## src/design/timer_capture_pkg.sv

```systemverilog
`default_nettype none
package timer_capture_pkg;

    // ==========================================================
    // Register indexes and byte addresses
    localparam logic [15:0] IDX_CTRL_AB = 16'h0124;
    localparam logic [15:0] IDX_CTRL_CD = 16'h0125;
    localparam logic [15:0] ADDR_CTRL_AB = {IDX_CTRL_AB[13:0], 2'b00};
    localparam logic [15:0] ADDR_CTRL_CD = {IDX_CTRL_CD[13:0], 2'b00};
    localparam logic [15:0] ADDR_MODE = 16'h0500;
    localparam logic [15:0] ADDR_COUNTER = 16'h0504;
    localparam logic [15:0] ADDR_STATUS = 16'h0508;
    localparam logic [15:0] ADDR_GR_A = 16'h0510;
    localparam logic [15:0] ADDR_GR_B = 16'h0514;
    localparam logic [15:0] ADDR_GR_C = 16'h0518;
    localparam logic [15:0] ADDR_GR_D = 16'h051C;

    // ==========================================================
    // Field positions
    localparam int EDGE_A_LSB = 0;
    localparam int MODE_A_BIT = 2;
    localparam int TRIG_SRC_A_BIT = 3;
    localparam int EDGE_B_LSB = 4;
    localparam int MODE_B_BIT = 6;
    localparam int UNUSED_AB_BIT = 7;
    localparam int EDGE_C_LSB = 0;
    localparam int MODE_C_BIT = 2;
    localparam int FUNC_C_BIT = 3;
    localparam int EDGE_D_LSB = 4;
    localparam int MODE_D_BIT = 6;
    localparam int FUNC_D_BIT = 7;
    localparam int START_BIT = 0;
    localparam int BUF_C_BIT = 1;
    localparam int BUF_D_BIT = 2;
    localparam int OVF_FLAG_BIT = 4;

    // ==========================================================
    // Values after reset, and the counter maximum
    localparam logic [7:0] CTRL_AB_RST = 8'h88;
    localparam logic [7:0] CTRL_CD_RST = 8'h00;
    localparam logic [15:0] COUNTER_RST = 16'h0000;
    localparam logic [15:0] COUNTER_MAX = 16'hFFFF;

    // ==========================================================
    // Encodings
    localparam logic [1:0] EDGE_RISE = 2'h0;
    localparam logic [1:0] EDGE_FALL = 2'h1;
    localparam logic [1:0] EDGE_BOTH = 2'h2;
    localparam logic [1:0] RESP_OKAY = 2'h0;
    localparam logic [1:0] RESP_SLVERR = 2'h2;

endpackage : timer_capture_pkg
`default_nettype wire

```

## src/design/timer_capture_top.sv

```systemverilog
// Added by the designer: the AXI4-Lite register port.
`timescale 1ns/1ps
`default_nettype none
module timer_capture_top (
    // Clock and reset
    input wire logic clk,
    input wire logic reset_n,
    // AXI4-Lite write address
    input wire logic awvalid,
    output logic awready,
    input wire logic [15:0] awaddr,
    input wire logic [2:0] awprot,
    // AXI4-Lite write data
    input wire logic wvalid,
    output logic wready,
    input wire logic [31:0] wdata,
    input wire logic [3:0] wstrb,
    // AXI4-Lite write response
    output logic bvalid,
    input wire logic bready,
    output logic [1:0] bresp,
    // AXI4-Lite read address
    input wire logic arvalid,
    output logic arready,
    input wire logic [15:0] araddr,
    input wire logic [2:0] arprot,
    // AXI4-Lite read data
    output logic rvalid,
    input wire logic rready,
    output logic [31:0] rdata,
    output logic [1:0] rresp,
    // Capture inputs
    input wire logic capture_pin_a,
    input wire logic capture_pin_b,
    input wire logic capture_pin_c,
    input wire logic capture_pin_d,
    input wire logic osc_div128_trigger,
    // Event requests
    output logic [3:0] capture_req,
    output logic overflow_req
);
    // ==========================================================
    // State
    typedef struct packed {
        logic [6:0] ctrl_ab;
        logic [7:0] ctrl_cd;
        logic start;
        logic buf_c;
        logic buf_d;
        logic [15:0] counter;
        logic [15:0] gr_a;
        logic [15:0] gr_b;
        logic [15:0] gr_c;
        logic [15:0] gr_d;
        logic [4:0] status;
        logic [3:0] cap_req;
        logic ovf_req;
        logic aw_got;
        logic w_got;
        logic [15:0] awaddr;
        logic [31:0] wdata;
        logic [3:0] wstrb;
        logic awready;
        logic wready;
        logic bvalid;
        logic [1:0] bresp;
        logic arready;
        logic rvalid;
        logic [31:0] rdata;
        logic [1:0] rresp;
    } state_s;

    state_s q;
    state_s d;

    function automatic logic [15:0] merge16(input logic [15:0] old,
                                            input logic [31:0] data,
                                            input logic [3:0] strb);
        logic [15:0] res;
        res = old;
        if (strb[0]) begin
            res[7:0] = data[7:0];
        end
        if (strb[1]) begin
            res[15:8] = data[15:8];
        end
        return res;
    endfunction : merge16

    // ==========================================================
    // Pin synchronisers and edge selection
    logic a_rise, a_fall, b_rise, b_fall, c_rise, c_fall, d_rise, d_fall;
    logic osc_rise, osc_fall, trig_a_rise, trig_a_fall;
    logic match_a, match_b, match_c, match_d;
    logic mode_a, mode_b, mode_c, mode_d, use_osc;
    logic hit_a, hit_b, hit_c, hit_d;
    logic wr_fire, wr_counter, ovf_event;

    edge_sync u_sync_a (.clk(clk), .reset_n(reset_n), .pin(capture_pin_a),
                        .rise(a_rise), .fall(a_fall));
    edge_sync u_sync_b (.clk(clk), .reset_n(reset_n), .pin(capture_pin_b),
                        .rise(b_rise), .fall(b_fall));
    edge_sync u_sync_c (.clk(clk), .reset_n(reset_n), .pin(capture_pin_c),
                        .rise(c_rise), .fall(c_fall));
    edge_sync u_sync_d (.clk(clk), .reset_n(reset_n), .pin(capture_pin_d),
                        .rise(d_rise), .fall(d_fall));
    edge_sync u_sync_osc (.clk(clk), .reset_n(reset_n), .pin(osc_div128_trigger),
                          .rise(osc_rise), .fall(osc_fall));

    assign mode_a = q.ctrl_ab[timer_capture_pkg::MODE_A_BIT];
    assign mode_b = q.ctrl_ab[timer_capture_pkg::MODE_B_BIT];
    assign mode_c = q.ctrl_cd[timer_capture_pkg::MODE_C_BIT];
    assign mode_d = q.ctrl_cd[timer_capture_pkg::MODE_D_BIT];
    assign use_osc = mode_a && !q.ctrl_ab[timer_capture_pkg::TRIG_SRC_A_BIT];
    assign trig_a_rise = use_osc ? osc_rise : a_rise;
    assign trig_a_fall = use_osc ? osc_fall : a_fall;

    edge_match u_match_a (
        .sel(q.ctrl_ab[timer_capture_pkg::EDGE_A_LSB +: 2]),
        .rise(trig_a_rise), .fall(trig_a_fall), .hit(match_a));
    edge_match u_match_b (
        .sel(q.ctrl_ab[timer_capture_pkg::EDGE_B_LSB +: 2]),
        .rise(b_rise), .fall(b_fall), .hit(match_b));
    edge_match u_match_c (
        .sel(q.ctrl_cd[timer_capture_pkg::EDGE_C_LSB +: 2]),
        .rise(c_rise), .fall(c_fall), .hit(match_c));
    edge_match u_match_d (
        .sel(q.ctrl_cd[timer_capture_pkg::EDGE_D_LSB +: 2]),
        .rise(d_rise), .fall(d_fall), .hit(match_d));

    assign hit_a = match_a && mode_a;
    assign hit_b = match_b && mode_b;
    // Own pins of C and D are ignored while they buffer A and B
    assign hit_c = match_c && mode_c && !q.buf_c;
    assign hit_d = match_d && mode_d && !q.buf_d;

    assign wr_fire = q.aw_got && q.w_got && !q.bvalid;
    assign wr_counter = wr_fire && (q.awaddr == timer_capture_pkg::ADDR_COUNTER)
                        && (|q.wstrb[1:0]);
    assign ovf_event = q.start && (q.counter == timer_capture_pkg::COUNTER_MAX)
                       && !wr_counter;

    // ==========================================================
    // Next state
    always_comb begin
        d = q;
        d.cap_req = 4'h0;
        d.ovf_req = 1'b0;

        if (q.start) begin
            d.counter = 16'(q.counter + 16'h0001);
        end

        // Write address and data are taken in either order
        if (awvalid && q.awready) begin
            d.aw_got = 1'b1;
            d.awaddr = awaddr;
            d.awready = 1'b0;
        end
        if (wvalid && q.wready) begin
            d.w_got = 1'b1;
            d.wdata = wdata;
            d.wstrb = wstrb;
            d.wready = 1'b0;
        end
        if (wr_fire) begin
            d.aw_got = 1'b0;
            d.w_got = 1'b0;
            d.bvalid = 1'b1;
            d.bresp = timer_capture_pkg::RESP_OKAY;
            case (q.awaddr)
                timer_capture_pkg::ADDR_CTRL_AB: begin
                    if (q.wstrb[0]) begin
                        d.ctrl_ab = q.wdata[6:0];
                    end
                end
                timer_capture_pkg::ADDR_CTRL_CD: begin
                    if (q.wstrb[0]) begin
                        d.ctrl_cd = q.wdata[7:0];
                    end
                end
                timer_capture_pkg::ADDR_MODE: begin
                    if (q.wstrb[0]) begin
                        d.start = q.wdata[timer_capture_pkg::START_BIT];
                        d.buf_c = q.wdata[timer_capture_pkg::BUF_C_BIT];
                        d.buf_d = q.wdata[timer_capture_pkg::BUF_D_BIT];
                    end
                end
                timer_capture_pkg::ADDR_COUNTER: d.counter = merge16(q.counter, q.wdata, q.wstrb);
                timer_capture_pkg::ADDR_STATUS: begin
                    if (q.wstrb[0]) begin
                        d.status = q.status & ~q.wdata[4:0];
                    end
                end
                timer_capture_pkg::ADDR_GR_A: d.gr_a = merge16(q.gr_a, q.wdata, q.wstrb);
                timer_capture_pkg::ADDR_GR_B: d.gr_b = merge16(q.gr_b, q.wdata, q.wstrb);
                timer_capture_pkg::ADDR_GR_C: d.gr_c = merge16(q.gr_c, q.wdata, q.wstrb);
                timer_capture_pkg::ADDR_GR_D: d.gr_d = merge16(q.gr_d, q.wdata, q.wstrb);
                default: d.bresp = timer_capture_pkg::RESP_SLVERR;
            endcase
        end
        if (q.bvalid && bready) begin
            d.bvalid = 1'b0;
            d.awready = 1'b1;
            d.wready = 1'b1;
        end

        // Captures come after bus writes so a capture wins over a write
        if (hit_a) begin
            d.gr_a = q.counter;
            if (q.buf_c) begin
                d.gr_c = q.gr_a;
            end
        end
        if (hit_b) begin
            d.gr_b = q.counter;
            if (q.buf_d) begin
                d.gr_d = q.gr_b;
            end
        end
        if (hit_c) begin
            d.gr_c = q.counter;
        end
        if (hit_d) begin
            d.gr_d = q.counter;
        end
        d.cap_req = {hit_d, hit_c, hit_b, hit_a};
        d.ovf_req = ovf_event;
        // Set after clear, so an event in the clearing cycle is kept
        d.status = d.status | {ovf_event, hit_d, hit_c, hit_b, hit_a};

        if (arvalid && q.arready) begin
            d.arready = 1'b0;
            d.rvalid = 1'b1;
            d.rresp = timer_capture_pkg::RESP_OKAY;
            d.rdata = 32'h0000_0000;
            case (araddr)
                timer_capture_pkg::ADDR_CTRL_AB: d.rdata[7:0] = {1'b1, q.ctrl_ab};
                timer_capture_pkg::ADDR_CTRL_CD: d.rdata[7:0] = q.ctrl_cd;
                timer_capture_pkg::ADDR_MODE: begin
                    d.rdata[timer_capture_pkg::START_BIT] = q.start;
                    d.rdata[timer_capture_pkg::BUF_C_BIT] = q.buf_c;
                    d.rdata[timer_capture_pkg::BUF_D_BIT] = q.buf_d;
                end
                timer_capture_pkg::ADDR_COUNTER: d.rdata[15:0] = q.counter;
                timer_capture_pkg::ADDR_STATUS: d.rdata[4:0] = q.status;
                timer_capture_pkg::ADDR_GR_A: d.rdata[15:0] = q.gr_a;
                timer_capture_pkg::ADDR_GR_B: d.rdata[15:0] = q.gr_b;
                timer_capture_pkg::ADDR_GR_C: d.rdata[15:0] = q.gr_c;
                timer_capture_pkg::ADDR_GR_D: d.rdata[15:0] = q.gr_d;
                default: d.rresp = timer_capture_pkg::RESP_SLVERR;
            endcase
        end
        if (q.rvalid && rready) begin
            d.rvalid = 1'b0;
            d.arready = 1'b1;
        end

        if (!reset_n) begin
            d = '0;
            d.ctrl_ab = timer_capture_pkg::CTRL_AB_RST[6:0];
            d.ctrl_cd = timer_capture_pkg::CTRL_CD_RST;
            d.counter = timer_capture_pkg::COUNTER_RST;
            d.awready = 1'b1;
            d.wready = 1'b1;
            d.arready = 1'b1;
        end
    end

    always_ff @(posedge clk) begin
        q <= d;
    end

    // ==========================================================
    // Outputs
    assign awready = q.awready;
    assign wready = q.wready;
    assign bvalid = q.bvalid;
    assign bresp = q.bresp;
    assign arready = q.arready;
    assign rvalid = q.rvalid;
    assign rdata = q.rdata;
    assign rresp = q.rresp;
    assign capture_req = q.cap_req;
    assign overflow_req = q.ovf_req;

    logic wr_gr_a;
    assign wr_gr_a = wr_fire && (q.awaddr == timer_capture_pkg::ADDR_GR_A);
endmodule : timer_capture_top
`default_nettype wire

```

## src/design/edge_sync.sv

```systemverilog
`timescale 1ns/1ps
`default_nettype none
module edge_sync (
    // Clock and reset
    input wire logic clk,
    input wire logic reset_n,
    // Asynchronous level
    input wire logic pin,
    // Registered edge pulses
    output logic rise,
    output logic fall
);
    typedef struct packed {
        logic s1;
        logic s2;
        logic s3;
        logic primed;
        logic level;
        logic rise;
        logic fall;
    } sync_s;

    sync_s q;
    sync_s d;

    always_comb begin
        d = q;
        d.s1 = pin;
        d.s2 = q.s1;
        d.s3 = q.s2;
        d.rise = 1'b0;
        d.fall = 1'b0;
        // First agreement only loads the level, so a pin high at reset is no edge
        if (q.s2 == q.s3) begin
            d.primed = 1'b1;
            d.level = q.s3;
            if (q.primed && (q.s3 != q.level)) begin
                d.rise = q.s3;
                d.fall = ~q.s3;
            end
        end
        // Chain keeps filling in reset, so the first level seen is the real pin
        if (!reset_n) begin
            d = '0;
            d.s1 = pin;
            d.s2 = q.s1;
            d.s3 = q.s2;
        end
    end

    always_ff @(posedge clk) begin
        q <= d;
    end

    assign rise = q.rise;
    assign fall = q.fall;
endmodule : edge_sync
`default_nettype wire

```

## src/design/edge_match.sv

```systemverilog
`timescale 1ns/1ps
`default_nettype none
module edge_match (
    // Edge select field
    input wire logic [1:0] sel,
    // Edge pulses
    input wire logic rise,
    input wire logic fall,
    // Valid edge seen
    output logic hit
);
    always_comb begin
        case (sel)
            timer_capture_pkg::EDGE_RISE: hit = rise;
            timer_capture_pkg::EDGE_FALL: hit = fall;
            timer_capture_pkg::EDGE_BOTH: hit = rise | fall;
            // Forbidden code captures nothing
            default: hit = 1'b0;
        endcase
    end
endmodule : edge_match
`default_nettype wire

```

## config.mk

```make
export PLATFORM = sky130hd
export DESIGN_NAME = timer_capture_top
export DESIGN_NICKNAME = d
export VERILOG_FILES = /design/src/design/timer_capture_pkg.sv /design/src/design/timer_capture_top.sv /design/src/design/edge_sync.sv /design/src/design/edge_match.sv
export SDC_FILE = /design/constraint.sdc
export NUM_CORES = 1
export LEC_CHECK = 0
export BUFFER_PORTS_ARGS = -buffer_cell sky130_fd_sc_hd__buf_2
export CAP_MARGIN = 20
export CORE_ASPECT_RATIO = 1.2
export CORE_UTILIZATION = 30
export CTS_CLUSTER_DIAMETER = 150
export DETAILED_ROUTE_END_ITERATION = 6
export SLEW_MARGIN = 20
export SYNTH_ARGS = -nofsm -noshare
export SYNTH_HDL_FRONTEND = slang
export SYNTH_HIERARCHICAL = 1
export SYNTH_SLANG_ARGS = --single-unit
```

## constraint.sdc

```tcl
create_clock -name clk -period 6.05 [get_ports clk]
set_input_delay 0.3025 -clock clk [delete_from_list [all_inputs] [get_ports clk]]
set_output_delay 0.3025 -clock clk [all_outputs]
set_load 0.005 [all_outputs]
```

==> out/metrics.cfg <==
[run_status]
status=finished with violations
violations=DRC

[setup_path]
rr_endpoint=q[171]
critPathArrivalTime_ns=3.26
crit_buf_inv=1
cp_data_required_time_ns=6.45
cpPeakStageDelay_ns=0.63
startpoint_type=flop
ff2ff_path_depth=6
slowest_stage=and3b_1
critical_path.cell_chain=and3b_1, buf_4, and3_1, nand2_1, and3_1, o31a_1
cp_max_fo=25
cpLargestDelayFamily=simple AND/OR/NAND/NOR gates
cp_common_cell=and3_1
path_class=flop to flop
r2r_slack_ns=3.19
cp-end-kind=flop
r2r_start=bvalid

[worst_hold_path]
holdPathStages=3
holdPathEnd=q[55]
hold_class=primary input to flop
min_from=wdata[10]

[synthesis]
synth_largest_area_cell=dfxtp_1
synth_top_area_share_pct=42.4
yosysSeqAreaShare_pct=42.4
synth_cells=1098
ys.flop_type=dfxtp_1
synth_area_sq_um=9530
synth-seq-cells=202
avgSynthCellArea_sq_um=8.68
synth_area_leaders=dfxtp_1, mux2i_1, nand2_1, a21oi_1, o21ai_0
synth_cell_types=77
synthArstFlopShare_pct=0
synth_commonest_cells=dfxtp_1, nand2_1, a21oi_1
synth_edf_count=0
synthMostInstantiatedCell=dfxtp_1
yosysWarnings=6

[die]
rows=71
start_util_pct=30.5
die_width_microns=165
die_area_sq_um=32500
core_sq_um=31300
die_h_microns=197
io_pins=132

[timing]
finalCritPeriodShare_pct=47.3
finalCriticalPeriod_ns=2.86
rsz0062_at_grt=false
hold_violations=0
max_freq_mhz=350
clock_skew_ns=0.0203
worstMarginPinSlew_ns=1.12
slew_headroom_pct=25.1
setup_tns_ns=0
setup_viol_count_final=0
maxSlewViolCount=0

[drt]
initialDrtViolationCount=655
wl_microns=29400
avgViaCountPerCell=5.50
num_vias=8509
wl_per_cell_microns=19.0
firstDrtPassIters=7
drc_errors=3
antenna_left=0

[clock_network]
cts_buffer_depth=3
cts_tree=yes
clk_pin_slew_worst_paths_ns=0.06
cts_root_buf=clkbuf_16
clock_latency_ns=0.52
cts_setup_buffers=0
cts.sinks=202
cts-htree-levels=1
cts_buffers=24

[place]
port_buffers=89
place.gp.congestion=0.866
hpwlAfterDp_microns=19700

[power]
p_per_area_nw_per_um2=283
power_uw=3090
peakVddDrop_mv=0.170
p_leak_uw=0.00427

[global_routing]
grt-ovfl-total=0
grt_use_total_pct=18.1
grt_pass1_wl_microns=46200
antenna_found_initial=0
grt_max_degree=56
first_global_vias=8164

[cells_and_area]
finalNetCount=1217
num_antenna_cells=0
drive_above_1_share_pct=14.8
syn_to_final_growth_pct=14.5

[flow_run]
maxCapViolCount=0

-- where the power goes --
part           internal, uW  leakage [uW]  switching, uW
clock network           948      0.000405            574
logic                  64.0       0.00223            103
registers              1360       0.00164           39.4
total                  2380       0.00427            716
-- worst reg2reg max path: stages (launching register included) --
cell     delay [ns]
dfxtp_1        0.36
and3b_1        0.63
buf_4          0.39
and3_1         0.46
nand2_1        0.35
and3_1         0.29
o31a_1         0.26
-- cells by family (layout without fill, tap and decap cells) --
kind of cell	count (synthesis)	after routing	share of synthesized area, %
other	1	18	0.0393
buffers and inverters	132	163	7.25
and+or+nand+nor	362	362	20.2
xor gates and xnor gates	9	9	0.827
muxes	57	57	6.03
AOI/OAI and AO/OA	334	334	23.1
DFF	202	202	42.4
adders and majority gates	1	1	0.131
-- worst max path at each step --
stage | startpoint | endpoint | slack, ns | cells past startpoint
2_1_floorplan | q[199] | q[127] | 3.90 | 10
3_3_place_gp | araddr[1] | rdata[5] | 3.08 | 6
3_5_place_dp | araddr[1] | rdata[5] | 3.06 | 6
4_1_cts | bvalid | q[150] | 3.18 | 6
5_1_grt | bvalid | q[171] | 3.08 | 6
6_report | bvalid | q[171] | 3.19 | 6
-- registers in the layout (all words and copies together) (netlist names), 4 cells and up --
signal        cells
capture_req       4
q               135
rdata            16
u_sync_a/q        5
u_sync_b/q        5
u_sync_c/q        5
u_sync_d/q        5
u_sync_osc/q      5
-- placed cells by master (no fill, tap or decap), drive strengths merged, types with 8 or more instances in the layout --
master and count:
a211oi 29, a21oi 89, a221oi 10, a222oi 10
a22oi 38, a31oi 10, and2 14, and3 30
buf 99, clkbuf 32, conb 18, dfxtp 202
inv 16, mux2i 54, nand2 129, nand3 25
nand4 11, nor2 65, nor3 18, nor4 14
nor4b 11, o211ai 12, o21a 8, o21ai 76
-- what timing repair did --
action,in CTS,in global routing
hold buffers,7,0
hold endpoints to repair,7,0
gates resized for setup,0,0
-- per-layer routing --
metal | part of all wire (%) | track usage (%) | vias up
met3 | 6.8 | 2.50 | 61
met1 | 44 | 24.1 | 4046
met5 | 0 | 0 | -
met2 | 46 | 29.7 | 326
li1 | - | - | 4076
met4 | 2.7 | 6.42 | 0
-- stage by stage --
step                      area [sq um]  setup WS (ns)  utilization, %  hold slack (ns)  cells
final                            10900           3.19            34.9           0.0164   1547
after global routing             10900           3.08            34.9           0.0140   1547
after CTS                        10900           3.18            34.9          0.00240   1547
after detailed placement         10000           3.06            32.0            0.312   1498
after global placement           10000           3.08            32.0            0.311   1498
after floorplan                   9590           3.90               -            0.310   1115
-- cell type report --
| class | instances | area (sq um) |
|---|---|---|
| clock buffers | 32 | 672 |
| clock inverters | 10 | 156 |
| fillers | 3244 | 20400 |
| inverters | 15 | 56.3 |
| multi-input cells | 781 | 4890 |
| flip-flops and latches | 202 | 4040 |
| well taps | 401 | 502 |
| repair buffers | 106 | 591 |
(Power assumes the default switching activity.)
